===== config.mk =====
export PLATFORM = sky130hd
export DESIGN_NAME = serial_strap_cfg
export DESIGN_NICKNAME = d
export VERILOG_FILES = /design/src/serial_strap_pkg.sv /design/src/master_tick_gen.sv /design/src/serial_strap_cfg.sv
export SDC_FILE = /design/constraint.sdc
export NUM_CORES = 1
export LEC_CHECK = 0
export ABC_AREA = 1
export BUFFER_PORTS_ARGS = -buffer_cell sky130_fd_sc_hd__buf_2
export CAP_MARGIN = 15
export CORE_AREA = 5 5 112 193
export CTS_CLUSTER_SIZE = 12
export DETAILED_ROUTE_END_ITERATION = 10
export DIE_AREA = 0 0 117 198
export GPL_ROUTABILITY_DRIVEN = 0
export HOLD_SLACK_MARGIN = 0.15
export SETUP_SLACK_MARGIN = 0.3
export SLEW_MARGIN = 10
export SYNTH_ARGS = -nofsm -noshare
export SYNTH_HDL_FRONTEND = slang
export SYNTH_SLANG_ARGS = --single-unit

===== constraint.sdc =====
create_clock -name sys_clk_i -period 2.2 [get_ports sys_clk_i]
set_input_delay 0.33 -clock sys_clk_i [delete_from_list [all_inputs] [get_ports sys_clk_i]]
set_output_delay 0.33 -clock sys_clk_i [all_outputs]
set_load 0.05 [all_outputs]

===== src/serial_strap_pkg.sv =====
// Shared constants and types for the dual serial line strap configuration.
package serial_strap_pkg;

  // System clock and master oscillator rates in hertz.
  localparam int unsigned SYS_CLK_HZ = 50_000_000;
  localparam int unsigned MASTER_HZ = 19_660_800;
  localparam int NCO_W = 27;
  localparam logic [NCO_W-1:0] NCO_STEP = NCO_W'(MASTER_HZ);
  localparam logic [NCO_W-1:0] NCO_MOD = NCO_W'(SYS_CLK_HZ);

  // Sixteen-times clocks per bit and the width of the master tick counter.
  localparam int OVERSAMPLE = 16;
  localparam logic [3:0] SUB_LAST = 4'(OVERSAMPLE - 1);
  localparam int NUM_RATES = 8;
  localparam int MDIV_W = 13;

  // Master ticks per 16x clock are powers of two, listed as log2 values.
  // Index 0..7 selects 150, 300, 1200, 2400, 4800, 9600, 19200, 38400 baud.
  localparam int RATE_SHIFT [NUM_RATES] = '{13, 12, 10, 9, 8, 7, 6, 5};

  // Default dividers of the master tick for refresh and charge pump.
  localparam int REFRESH_DIV = 256;
  localparam int PUMP_DIV = 64;

  // Register byte offsets.
  localparam logic [7:0] OFS_CH0_CFG = 8'h00;
  localparam logic [7:0] OFS_CH1_CFG = 8'h04;
  localparam logic [7:0] OFS_VEC_SEL = 8'h08;
  localparam logic [7:0] OFS_IRQ_STS = 8'h0C;
  localparam logic [7:0] OFS_IRQ_MSK = 8'h10;
  localparam logic [7:0] OFS_LIVE = 8'h14;

  // Channel configuration field positions.
  localparam int CFG_W = 6;
  localparam int CFG_RATE_LSB = 0;
  localparam int CFG_CHAR8 = 3;
  localparam int CFG_TWO_STOP = 4;
  localparam int CFG_EVEN = 5;

  // Interrupt status bit positions.
  localparam int IRQ_W = 4;
  localparam int IRQ_BIT0 = 0;
  localparam int IRQ_BIT1 = 1;
  localparam int IRQ_PERR0 = 2;
  localparam int IRQ_PERR1 = 3;

  // Reset values.
  localparam logic [CFG_W-1:0] CFG_RST = 6'h00;
  localparam logic [7:0] VSEL_RST = 8'h00;
  localparam logic [IRQ_W-1:0] MSK_RST = 4'h0;

  // Source of one interrupt vector bit.
  typedef enum logic [1:0] {
    VEC_CH0,
    VEC_CH1,
    VEC_ZERO,
    VEC_ONE
  } vec_src_e;

endpackage : serial_strap_pkg

===== src/master_tick_gen.sv =====
// Master oscillator emulation and fixed dividers for baud, refresh and pump.
`timescale 1ns/1ps
module master_tick_gen
  import serial_strap_pkg::*;
#(
  parameter int REFRESH_TICKS = REFRESH_DIV,
  parameter int PUMP_TICKS = PUMP_DIV
) (
  input wire logic sys_clk_i,
  input wire logic rst_n_i,
  output logic master_en_o,
  output logic [NUM_RATES-1:0] rate_en_o,
  output logic refresh_en_o,
  output logic pump_en_o
);

  typedef struct packed {
    logic [NCO_W-1:0] acc;
    logic [MDIV_W-1:0] mcnt;
    logic master;
    logic [NUM_RATES-1:0] rate;
    logic [15:0] rcnt;
    logic [15:0] pcnt;
    logic refresh;
    logic pump;
  } tick_s;

  tick_s tick_reg;
  tick_s tick_next;
  logic [NCO_W:0] sum;

  always_comb begin
    tick_next = tick_reg;
    tick_next.master = 1'b0;
    tick_next.rate = '0;
    tick_next.refresh = 1'b0;
    tick_next.pump = 1'b0;
    // The phase accumulator stands in for the 19.6608 MHz crystal.
    sum = {1'b0, tick_reg.acc} + {1'b0, NCO_STEP};
    if (sum >= {1'b0, NCO_MOD}) begin
      tick_next.acc = NCO_W'(sum - {1'b0, NCO_MOD});
      tick_next.master = 1'b1;
    end else begin
      tick_next.acc = NCO_W'(sum);
    end
    if (tick_reg.master) begin
      tick_next.mcnt = tick_reg.mcnt + 1'b1;
      // Each rate is an exact power-of-two division of the master.
      for (int i = 0; i < NUM_RATES; i++) begin
        tick_next.rate[i] = &(tick_reg.mcnt | ~MDIV_W'((1 << RATE_SHIFT[i]) - 1));
      end
      // Refresh and pump timing share the master tick.
      if (tick_reg.rcnt == 16'(REFRESH_TICKS - 1)) begin
        tick_next.rcnt = '0;
        tick_next.refresh = 1'b1;
      end else begin
        tick_next.rcnt = tick_reg.rcnt + 1'b1;
      end
      if (tick_reg.pcnt == 16'(PUMP_TICKS - 1)) begin
        tick_next.pcnt = '0;
        tick_next.pump = 1'b1;
      end else begin
        tick_next.pcnt = tick_reg.pcnt + 1'b1;
      end
    end
  end

  always_ff @(posedge sys_clk_i or negedge rst_n_i) begin
    if (!rst_n_i) begin
      tick_reg <= '0;
    end else begin
      tick_reg <= tick_next;
    end
  end

  assign master_en_o = tick_reg.master;
  assign rate_en_o = tick_reg.rate;
  assign refresh_en_o = tick_reg.refresh;
  assign pump_en_o = tick_reg.pump;
endmodule : master_tick_gen


===== src/serial_strap_cfg.sv =====
// Strap-loaded configuration, baud selection and vector logic of two lines.
//
// How it works
// - Line 0 uses one selected 16x clock for both directions.
// - Line 1 has its own 16x clock, chosen independently from same set.
// - Eight rates: 150, 300, 1200, 2400, 4800, 9600, 19200, 38400 baud.
// - A 19.6608 MHz master oscillator is the timing source.
// - The master also times memory refresh and the negative voltage pump.
// - Vector bits 3, 4, 5 each pick channel-following, inverse, zero or one.
// - Following source is one for channel 0, zero for channel 1; inverse opposite.
// - Per line: low selects seven bits with parity, high eight without.
// - Per line: low selects one stop bit, high selects two.
// - Seven-bit format: low select odd parity, high even; ignored for eight.
`timescale 1ns/1ps
module serial_strap_cfg
  import serial_strap_pkg::*;
#(
  parameter int REFRESH_TICKS = REFRESH_DIV,
  parameter int PUMP_TICKS = PUMP_DIV
) (
  input wire logic sys_clk_i,
  input wire logic rst_n_i,
  input wire logic [7:0] addr_i,
  input wire logic [31:0] wdata_i,
  input wire logic wr_i,
  input wire logic rd_i,
  output logic [31:0] rdata_o,
  input wire logic [1:0][2:0] strap_rate_i,
  input wire logic [1:0] strap_char8_i,
  input wire logic [1:0] strap_two_stop_i,
  input wire logic [1:0] strap_even_i,
  input wire logic [7:0] strap_vsel_i,
  input wire logic vec_chan_i,
  output logic [7:3] vector_o,
  output logic [1:0] baud16_en_o,
  output logic [1:0] bit_en_o,
  output logic [1:0] char8_o,
  output logic [1:0] two_stop_o,
  output logic [1:0] even_par_o,
  input wire logic [1:0][6:0] tx_data_i,
  output logic [1:0] tx_parity_o,
  input wire logic [1:0] rx_check_i,
  input wire logic [1:0][6:0] rx_data_i,
  input wire logic [1:0] rx_parity_i,
  output logic [1:0] parity_err_o,
  output logic refresh_en_o,
  output logic pump_en_o,
  output logic irq_o
);

  typedef struct packed {
    logic strap_done;
    logic [1:0][CFG_W-1:0] cfg;
    logic [7:0] vsel;
    logic [IRQ_W-1:0] sts;
    logic [IRQ_W-1:0] msk;
    logic [31:0] rdata;
    logic [1:0] b16;
    logic [1:0][3:0] sub;
    logic [1:0] bit_en;
    logic [1:0] tx_par;
    logic [1:0] perr;
    logic [4:0] vec;
  } cfg_s;

  cfg_s st_reg;
  cfg_s st_next;
  logic master_en;
  logic [NUM_RATES-1:0] rate_en;
  logic [IRQ_W-1:0] events;
  logic [IRQ_W-1:0] clr;

  master_tick_gen #(
    .REFRESH_TICKS(REFRESH_TICKS),
    .PUMP_TICKS(PUMP_TICKS)
  ) u_ticks (
    .sys_clk_i(sys_clk_i),
    .rst_n_i(rst_n_i),
    .master_en_o(master_en),
    .rate_en_o(rate_en),
    .refresh_en_o(refresh_en_o),
    .pump_en_o(pump_en_o)
  );

  // Parity bit over seven data bits; even makes the total count even.
  function automatic logic par_bit(input logic [6:0] d, input logic even);
    par_bit = even ? ^d : ~^d;
  endfunction : par_bit

  // One vector bit from its two-bit source select.
  function automatic logic vec_bit(input logic [1:0] sel, input logic ch1);
    vec_src_e src;
    src = vec_src_e'(sel);
    unique case (src)
      VEC_CH0: vec_bit = ~ch1;
      VEC_CH1: vec_bit = ch1;
      VEC_ZERO: vec_bit = 1'b0;
      VEC_ONE: vec_bit = 1'b1;
    endcase
  endfunction : vec_bit

  // Bit ticks and parity errors are the interrupt events, latched as status.
  // Both come from registers, so a status bit lags its pulse by one cycle.
  assign events = {st_reg.perr, st_reg.bit_en};

  always_comb begin
    st_next = st_reg;
    st_next.rdata = '0;
    st_next.bit_en = '0;
    st_next.perr = '0;
    clr = '0;

    // Straps are caught once, on the first edge after reset release.
    if (!st_reg.strap_done) begin
      st_next.strap_done = 1'b1;
      st_next.vsel = strap_vsel_i;
      for (int ch = 0; ch < 2; ch++) begin
        st_next.cfg[ch] = {strap_even_i[ch], strap_two_stop_i[ch],
                           strap_char8_i[ch], strap_rate_i[ch]};
      end
    end

    for (int ch = 0; ch < 2; ch++) begin
      // One 16x clock per line serves transmit and receive.
      st_next.b16[ch] = rate_en[st_reg.cfg[ch][CFG_RATE_LSB+:3]];
      if (st_reg.b16[ch]) begin
        st_next.sub[ch] = st_reg.sub[ch] + 1'b1;
        st_next.bit_en[ch] = (st_reg.sub[ch] == SUB_LAST);
      end
      // Parity follows the select; unused in eight-bit format.
      st_next.tx_par[ch] = par_bit(tx_data_i[ch], st_reg.cfg[ch][CFG_EVEN]);
      st_next.perr[ch] = rx_check_i[ch] && !st_reg.cfg[ch][CFG_CHAR8] &&
        (par_bit(rx_data_i[ch], st_reg.cfg[ch][CFG_EVEN]) != rx_parity_i[ch]);
    end

    // Vector bits 3 to 5, then bits 6 and 7 from one shared field.
    for (int b = 0; b < 3; b++) begin
      st_next.vec[b] = vec_bit(st_reg.vsel[2*b+:2], vec_chan_i);
    end
    st_next.vec[3] = vec_bit(st_reg.vsel[7:6], vec_chan_i);
    st_next.vec[4] = st_next.vec[3];

    if (wr_i) begin
      unique case (addr_i)
        OFS_CH0_CFG: st_next.cfg[0] = wdata_i[CFG_W-1:0];
        OFS_CH1_CFG: st_next.cfg[1] = wdata_i[CFG_W-1:0];
        OFS_VEC_SEL: st_next.vsel = wdata_i[7:0];
        OFS_IRQ_STS: clr = wdata_i[IRQ_W-1:0];
        OFS_IRQ_MSK: st_next.msk = wdata_i[IRQ_W-1:0];
        default: ;
      endcase
    end
    // A new event beats a clear written in the same cycle.
    st_next.sts = (st_reg.sts & ~clr) | events;

    if (rd_i) begin
      unique case (addr_i)
        OFS_CH0_CFG: st_next.rdata = 32'(st_reg.cfg[0]);
        OFS_CH1_CFG: st_next.rdata = 32'(st_reg.cfg[1]);
        OFS_VEC_SEL: st_next.rdata = 32'(st_reg.vsel);
        OFS_IRQ_STS: st_next.rdata = 32'(st_reg.sts);
        OFS_IRQ_MSK: st_next.rdata = 32'(st_reg.msk);
        OFS_LIVE: st_next.rdata = 32'({st_reg.sub[1], st_reg.sub[0],
                                       st_reg.b16, st_reg.strap_done});
        default: st_next.rdata = '0;
      endcase
    end
  end

  // Reset loads constants only; straps are caught after release so that
  // the capture never depends on pin levels while reset is held.
  always_ff @(posedge sys_clk_i or negedge rst_n_i) begin
    if (!rst_n_i) begin
      st_reg <= '{strap_done: 1'b0, cfg: {CFG_RST, CFG_RST},
                  vsel: VSEL_RST, msk: MSK_RST, default: '0};
    end else begin
      st_reg <= st_next;
    end
  end

  assign rdata_o = st_reg.rdata;
  assign vector_o = st_reg.vec;
  assign baud16_en_o = st_reg.b16;
  assign bit_en_o = st_reg.bit_en;
  // Format and stop selects go straight to the shifters.
  assign char8_o = {st_reg.cfg[1][CFG_CHAR8], st_reg.cfg[0][CFG_CHAR8]};
  assign two_stop_o = {st_reg.cfg[1][CFG_TWO_STOP],
                       st_reg.cfg[0][CFG_TWO_STOP]};
  assign even_par_o = {st_reg.cfg[1][CFG_EVEN], st_reg.cfg[0][CFG_EVEN]};
  assign tx_parity_o = st_reg.tx_par;
  assign parity_err_o = st_reg.perr;
  assign irq_o = |(st_reg.sts & st_reg.msk);
endmodule : serial_strap_cfg


# Word-level counts from Yosys, hierarchy flattened
# Cells that the tools add are included.
[totals]
memories = 0
elab_cells = 119
latchBits = 0
register_bits = 164
rom_bits = 0
mem_bits_rw = 0
[classes]
n_mux = 30
bitwise_logic = 5
shifts = 0
div_mod_pow = 0
eq_ne = 23
reduce_logical = 29
n_mul = 0
magnitude_cmp = 3
add_sub_neg = 7
[ops]
columns = ["cell", "count"]
rows = [
  ["one-hot mux 11 bit (6 select lines)", 1],
  ["two-way mux 42 bit", 1],
  ["two-way mux 20 bit", 2],
  ["adder 16 x 1 -> 16 bit (second input constant)", 2],
  ["two-way mux 16 bit", 2],
  ["adder 27 x 25 -> 28 bit (second input constant)", 1],
  [">= comparator 28 x 26 -> 1 bit (second input constant)", 1],
  ["XNOR reduction 7 bit", 4],
  ["parity 7 bit", 4],
  ["two-way mux 27 bit", 1],
  ["subtractor 27 x 26 -> 27 bit (second input constant)", 1],
  ["equality test 16 x 6 -> 1 bit (second input constant)", 1],
  ["equality test 16 x 8 -> 1 bit (second input constant)", 1],
  ["equality test 2 bit (second input constant)", 8],
  ["equality test 8 x 4 -> 1 bit (second input constant)", 2],
  ["equality test 8 x 5 -> 1 bit (second input constant)", 2],
  ["one-hot mux 1 bit (4 select lines)", 4],
  ["adder 13 x 1 -> 13 bit (second input constant)", 1],
  ["AND reduction 13 bit", 1],
  ["two-way mux 6 bit", 2],
  ["AND reduction 12 bit", 1],
  ["two-way mux 1 bit", 11],
  ["two-way mux 11 bit", 1],
  ["AND reduction 10 bit", 1],
  ["other kinds (24)", 41],
]

# Logic depth before layout (Yosys ltp)
[logic_depth]
word_depth = 6
ltp_mapped = 15

# Hierarchy
# Synthesis repeated with hierarchy kept, for this count alone.
[unflattened]
cells_unflattened = 1014
hier_area_um2 = 8007.7
[by_module_without_submodules]
columns = ["module", "instances", "area_per_inst_um2", "cells_each"]
rows = [
  ["master_tick_gen", 1, 4217.8, 509],
  ["serial_strap_cfg", 1, 3789.9, 505],
]

# Worst setup path after synthesis
# No wires, ideal clock.
[synth_path]
path_kind = "register to register"
start = "register u_ticks.tick_reg[74] (netlist name)"
end = "register u_ticks.tick_reg[76] (netlist name)"
t_arrival_ns = 1.825
n_path_buf = 2
path_stages_with_launch = 13
slack_ns = 0.259
path_cell_list = "dfrtp_1 inv_2 ha_1 xnor2_2 nand3_2 nor2_2 nand3_1 nand3_2 nand2_2 buf_6 buf_8 nand3_2 nand2_1"
[synth_rtl]
columns = ["item", "line", "source"]
rows = [
  ["start: declaration", "master_tick_gen.sv:28", "tick_s tick_reg;"],
  ["start signal: assignment", "master_tick_gen.sv:72", "tick_reg <= tick_next;"],
]

==> run summary <==
Flop-to-flop setup slack = 0.31 ns
Kind of critical path = flip-flop to flip-flop
Total track usage = 16.2%
Clock-pin slew on the worst setup and hold paths = 0.06 ns
Length in cells of the worst reg-to-reg path = 14
Worst setup skew after layout = 0.00947 ns
Pin count of the biggest net entering global routing = 49
Utilization after layout = 45.9%
Detailed-route wire length per cell = 14.2 um
Antenna violations before repair = 0
Deepest clock path buffer count = 2
Crit path from = u_ticks.tick_reg[74]$_DFF_PN0_
Critical path capture point type = flip-flop
Final nets = 1,129
First DRT Iteration DRCs = 380
DRT Pass-1 Iters = 4
Total global routing overflow = 0
Highest-count cells in the layout ignoring fill and taps = sky130_fd_sc_hd__nand2_1 (196), sky130_fd_sc_hd__dfrtp_1 (136), sky130_fd_sc_hd__inv_1 (119)
Count of unresolved DRC violations after routing = 0
Placed cell count = 1,235
Setup slack of the critical path after layout = 0.310 ns
Via-per-instance ratio = 4.78
Power per cell area = 727 nW/um^2
Reg2reg end = u_ticks.tick_reg[80]$_DFF_PN0_
Number of flip-flops in the largest register = 65
Switching power total = 1.85 mW
Startpoint of the lowest-slack register-to-register path = u_ticks.tick_reg[74]$_DFF_PN0_
Buffers on Ports = 105
Half-perimeter wire length after detailed placement = 13,800 um
Critical Path Source Type = flip-flop
Part of the power in registers = 42.8%
Timing-limited maximum frequency = 529 MHz
Setup violators final = 0
Fraction of power spent switching nets = 28.2%
Layout cell share with drive strength beyond 1 = 21.8%
Relative contribution of combinational cells to total power = 13.7%
Synthesized instance count = 919
Effective utilization at floorplan = 38.5%
Worst Path Required = 2.51 ns
Total number of vias = 6,105
Result of the run = finished, final reports clean
Design area = 9060 um^2
Final WL = 18,100 um
Area growth from synthesis to final layout = 19.1%
Via count of the first global-routing pass = 6,337
Cell area after placement = 8150 um^2
Number of rows in the core area = 68
Antenna cells = 0
Clock Tree Root = sky130_fd_sc_hd__clkbuf_16
Min-Delay Path Class = primary input to flip-flop
Part of the Yosys area used for sequential elements = 44.8%
Worst endpoint data arrival time = 2.20 ns
# IOs = 151
Final-report max-slew violation count = 0
Height of the chip = 198 um
Core Footprint = 19,700 um^2
Number of nets still failing antenna checks after routing = 0
Number of sinks on the clock net = 136
Cell taking the most area after synthesis = sky130_fd_sc_hd__dfrtp_1
Most used flip-flop cell after synthesis = sky130_fd_sc_hd__dfrtp_1
Count of yosys warnings during synthesis = 0
Clock power frac = 43.6%
Horizontal die dimension = 117 um
Number of different library cells in the post-synthesis netlist = 47
TNS Setup = 0 ns
MaxCap Viol Count = 0
Maximum fanout encountered on the critical timing path = 8
Global-route wire length before repair = 29,600 um
Placement Setup Slack = 0.203 ns
Internal power = 4.73 mW
Worst Setup EP = u_ticks.tick_reg[80]$_DFF_PN0_
Share of flip-flops with an asynchronous set or reset after synthesis = 100%
Syn avg cell area = 8.28 um^2
Total of flip-flops plus latches after synthesis = 136
Maximum level of the CTS H-tree = 4
CTS tree = done
Clock latency on the worst-skew pair = 0.42 ns
Final critical delay including setup and external delays = 1.89 ns
Final std cells w/o fill = 1,277
Final Cycle Share = 85.9%
Proportion of netlist area held by the largest area contributor = 44.8%
Leak pwr = 4.61 nW
Netlist area before placement = 7600 um^2
TritonCTS Buffers = 17
Leading cell types by total area after synthesis = sky130_fd_sc_hd__dfrtp_1 (45%), sky130_fd_sc_hd__nand2_1 (10%), sky130_fd_sc_hd__xor2_1 (6.9%)
Number of failing hold endpoints at the final stage = 0
Most common cell after layout, fill and taps aside = sky130_fd_sc_hd__nand2_1
EDFF count, synth = 0
Setup repair after global routing missed its margin = yes
Overall die area = 23,200 um^2
Worst-case vdd ir drop = 0.000462 V
==> synthesized netlist by cell type (13+ instances only) <==
cell and n:
sky130_fd_sc_hd__nand2_1 209, sky130_fd_sc_hd__dfrtp_1 136, sky130_fd_sc_hd__inv_1 121, sky130_fd_sc_hd__o21ai_0 61
sky130_fd_sc_hd__xor2_1 60, sky130_fd_sc_hd__nor2_1 57, sky130_fd_sc_hd__buf_4 54, sky130_fd_sc_hd__nand3_1 42
sky130_fd_sc_hd__a21oi_1 18, sky130_fd_sc_hd__xnor2_1 18, sky130_fd_sc_hd__nor3_1 17, sky130_fd_sc_hd__nand3_2 13
sky130_fd_sc_hd__nand4_1 13
==> worst max-delay path: stages (launching register included) <==
cell                      delay [ns]
sky130_fd_sc_hd__dfrtp_1        0.38
sky130_fd_sc_hd__inv_2          0.06
sky130_fd_sc_hd__ha_4           0.18
sky130_fd_sc_hd__inv_4          0.06
sky130_fd_sc_hd__nand2_4        0.05
sky130_fd_sc_hd__nand2_4        0.09
sky130_fd_sc_hd__nand3_4        0.11
sky130_fd_sc_hd__nand2_4        0.09
sky130_fd_sc_hd__nand2_4        0.06
sky130_fd_sc_hd__xnor2_4        0.15
sky130_fd_sc_hd__nor2_4         0.19
sky130_fd_sc_hd__nand2_8        0.09
sky130_fd_sc_hd__buf_8          0.15
sky130_fd_sc_hd__nand2_1        0.06
sky130_fd_sc_hd__nand2_1        0.05
==> cell type report <==
type / count / area (um^2)
fillers: 1994 / 10700
multi-input cells: 607 / 3470
flip-flops and latches: 136 / 3400
repair buffers: 129 / 793
inverters: 130 / 494
clock buffers: 18 / 439
well taps: 245 / 307
clock inverters: 12 / 154
==> metrics by stage <==
stage	hold slack (ns)	power, mW
2_1_floorplan	0.0344	3.55
3_5_place_dp	0.299	3.76
3_3_place_gp	0.293	3.76
4_1_cts	0.153	6.67
5_1_grt	0.183	6.87
6_report	0.165	6.58
==> routing by layer <==
metal | vias to the layer above | part of all wire [%] | track usage, %
met1 | 2888 | 36 | 16.5
met4 | 0 | 3.8 | 7.27
li1 | 3045 | - | -
met2 | 132 | 56 | 31.1
met5 | - | 0 | 0
met3 | 40 | 4.0 | 3.09
==> kinds of logic after synthesis <==
logic type / Yosys count / share of synthesized area, %
xor+xnor: 81 / 9.62
other cells: 2 / 0.0988
flops: 136 / 44.8
buf+inv: 196 / 12.8
simple gates: 383 / 22.8
fa+ha+maj: 11 / 1.81
compound gates: 110 / 8.09
==> power groups by stage <==
| stage | clock, mW | sequential [mW] | combinational [mW] |
|---|---|---|---|
| 5_1_grt | 3.05 | 2.83 | 0.992 |
| 6_report | 2.87 | 2.82 | 0.900 |
| 2_1_floorplan | 0 | 2.81 | 0.742 |
| 4_1_cts | 2.94 | 2.82 | 0.912 |
| 3_3_place_gp | 0 | 2.86 | 0.898 |
| 3_5_place_dp | 0 | 2.86 | 0.906 |
==> timing repair <==
| item | CTS | global route |
|---|---|---|
| endpoints found under the hold margin | 43 | 0 |
| hold buffers | 2 | 0 |
| setup endpoints to repair | 21 | 22 |
| setup buffers | 3 | 6 |
| gates cloned | 1 | 0 |
| gates resized for setup | 19 | 26 |
| pin swaps | 5 | 11 |
==> worst min path at each step <==
| stage | from | to | slack, ns | cells past startpoint |
|---|---|---|---|---|
| 2_1_floorplan | rst_n_i | baud16_en_o[0]$_DFF_PN0_ | 0.03 | 0 |
| 3_3_place_gp | rst_n_i | u_ticks.tick_reg[9]$_DFFE_PN0P_ | 0.29 | 1 |
| 3_5_place_dp | rst_n_i | u_ticks.pump_en_o$_DFF_PN0_ | 0.30 | 1 |
| 4_1_cts | strap_vsel_i[7] | st_reg[68]$_DFF_PN0_ | 0.15 | 3 |
| 5_1_grt | strap_vsel_i[6] | st_reg[67]$_DFF_PN0_ | 0.18 | 3 |
| 6_report | strap_vsel_i[7] | st_reg[68]$_DFF_PN0_ | 0.17 | 3 |
No activity file was read; power rests on OpenSTA's default activity.
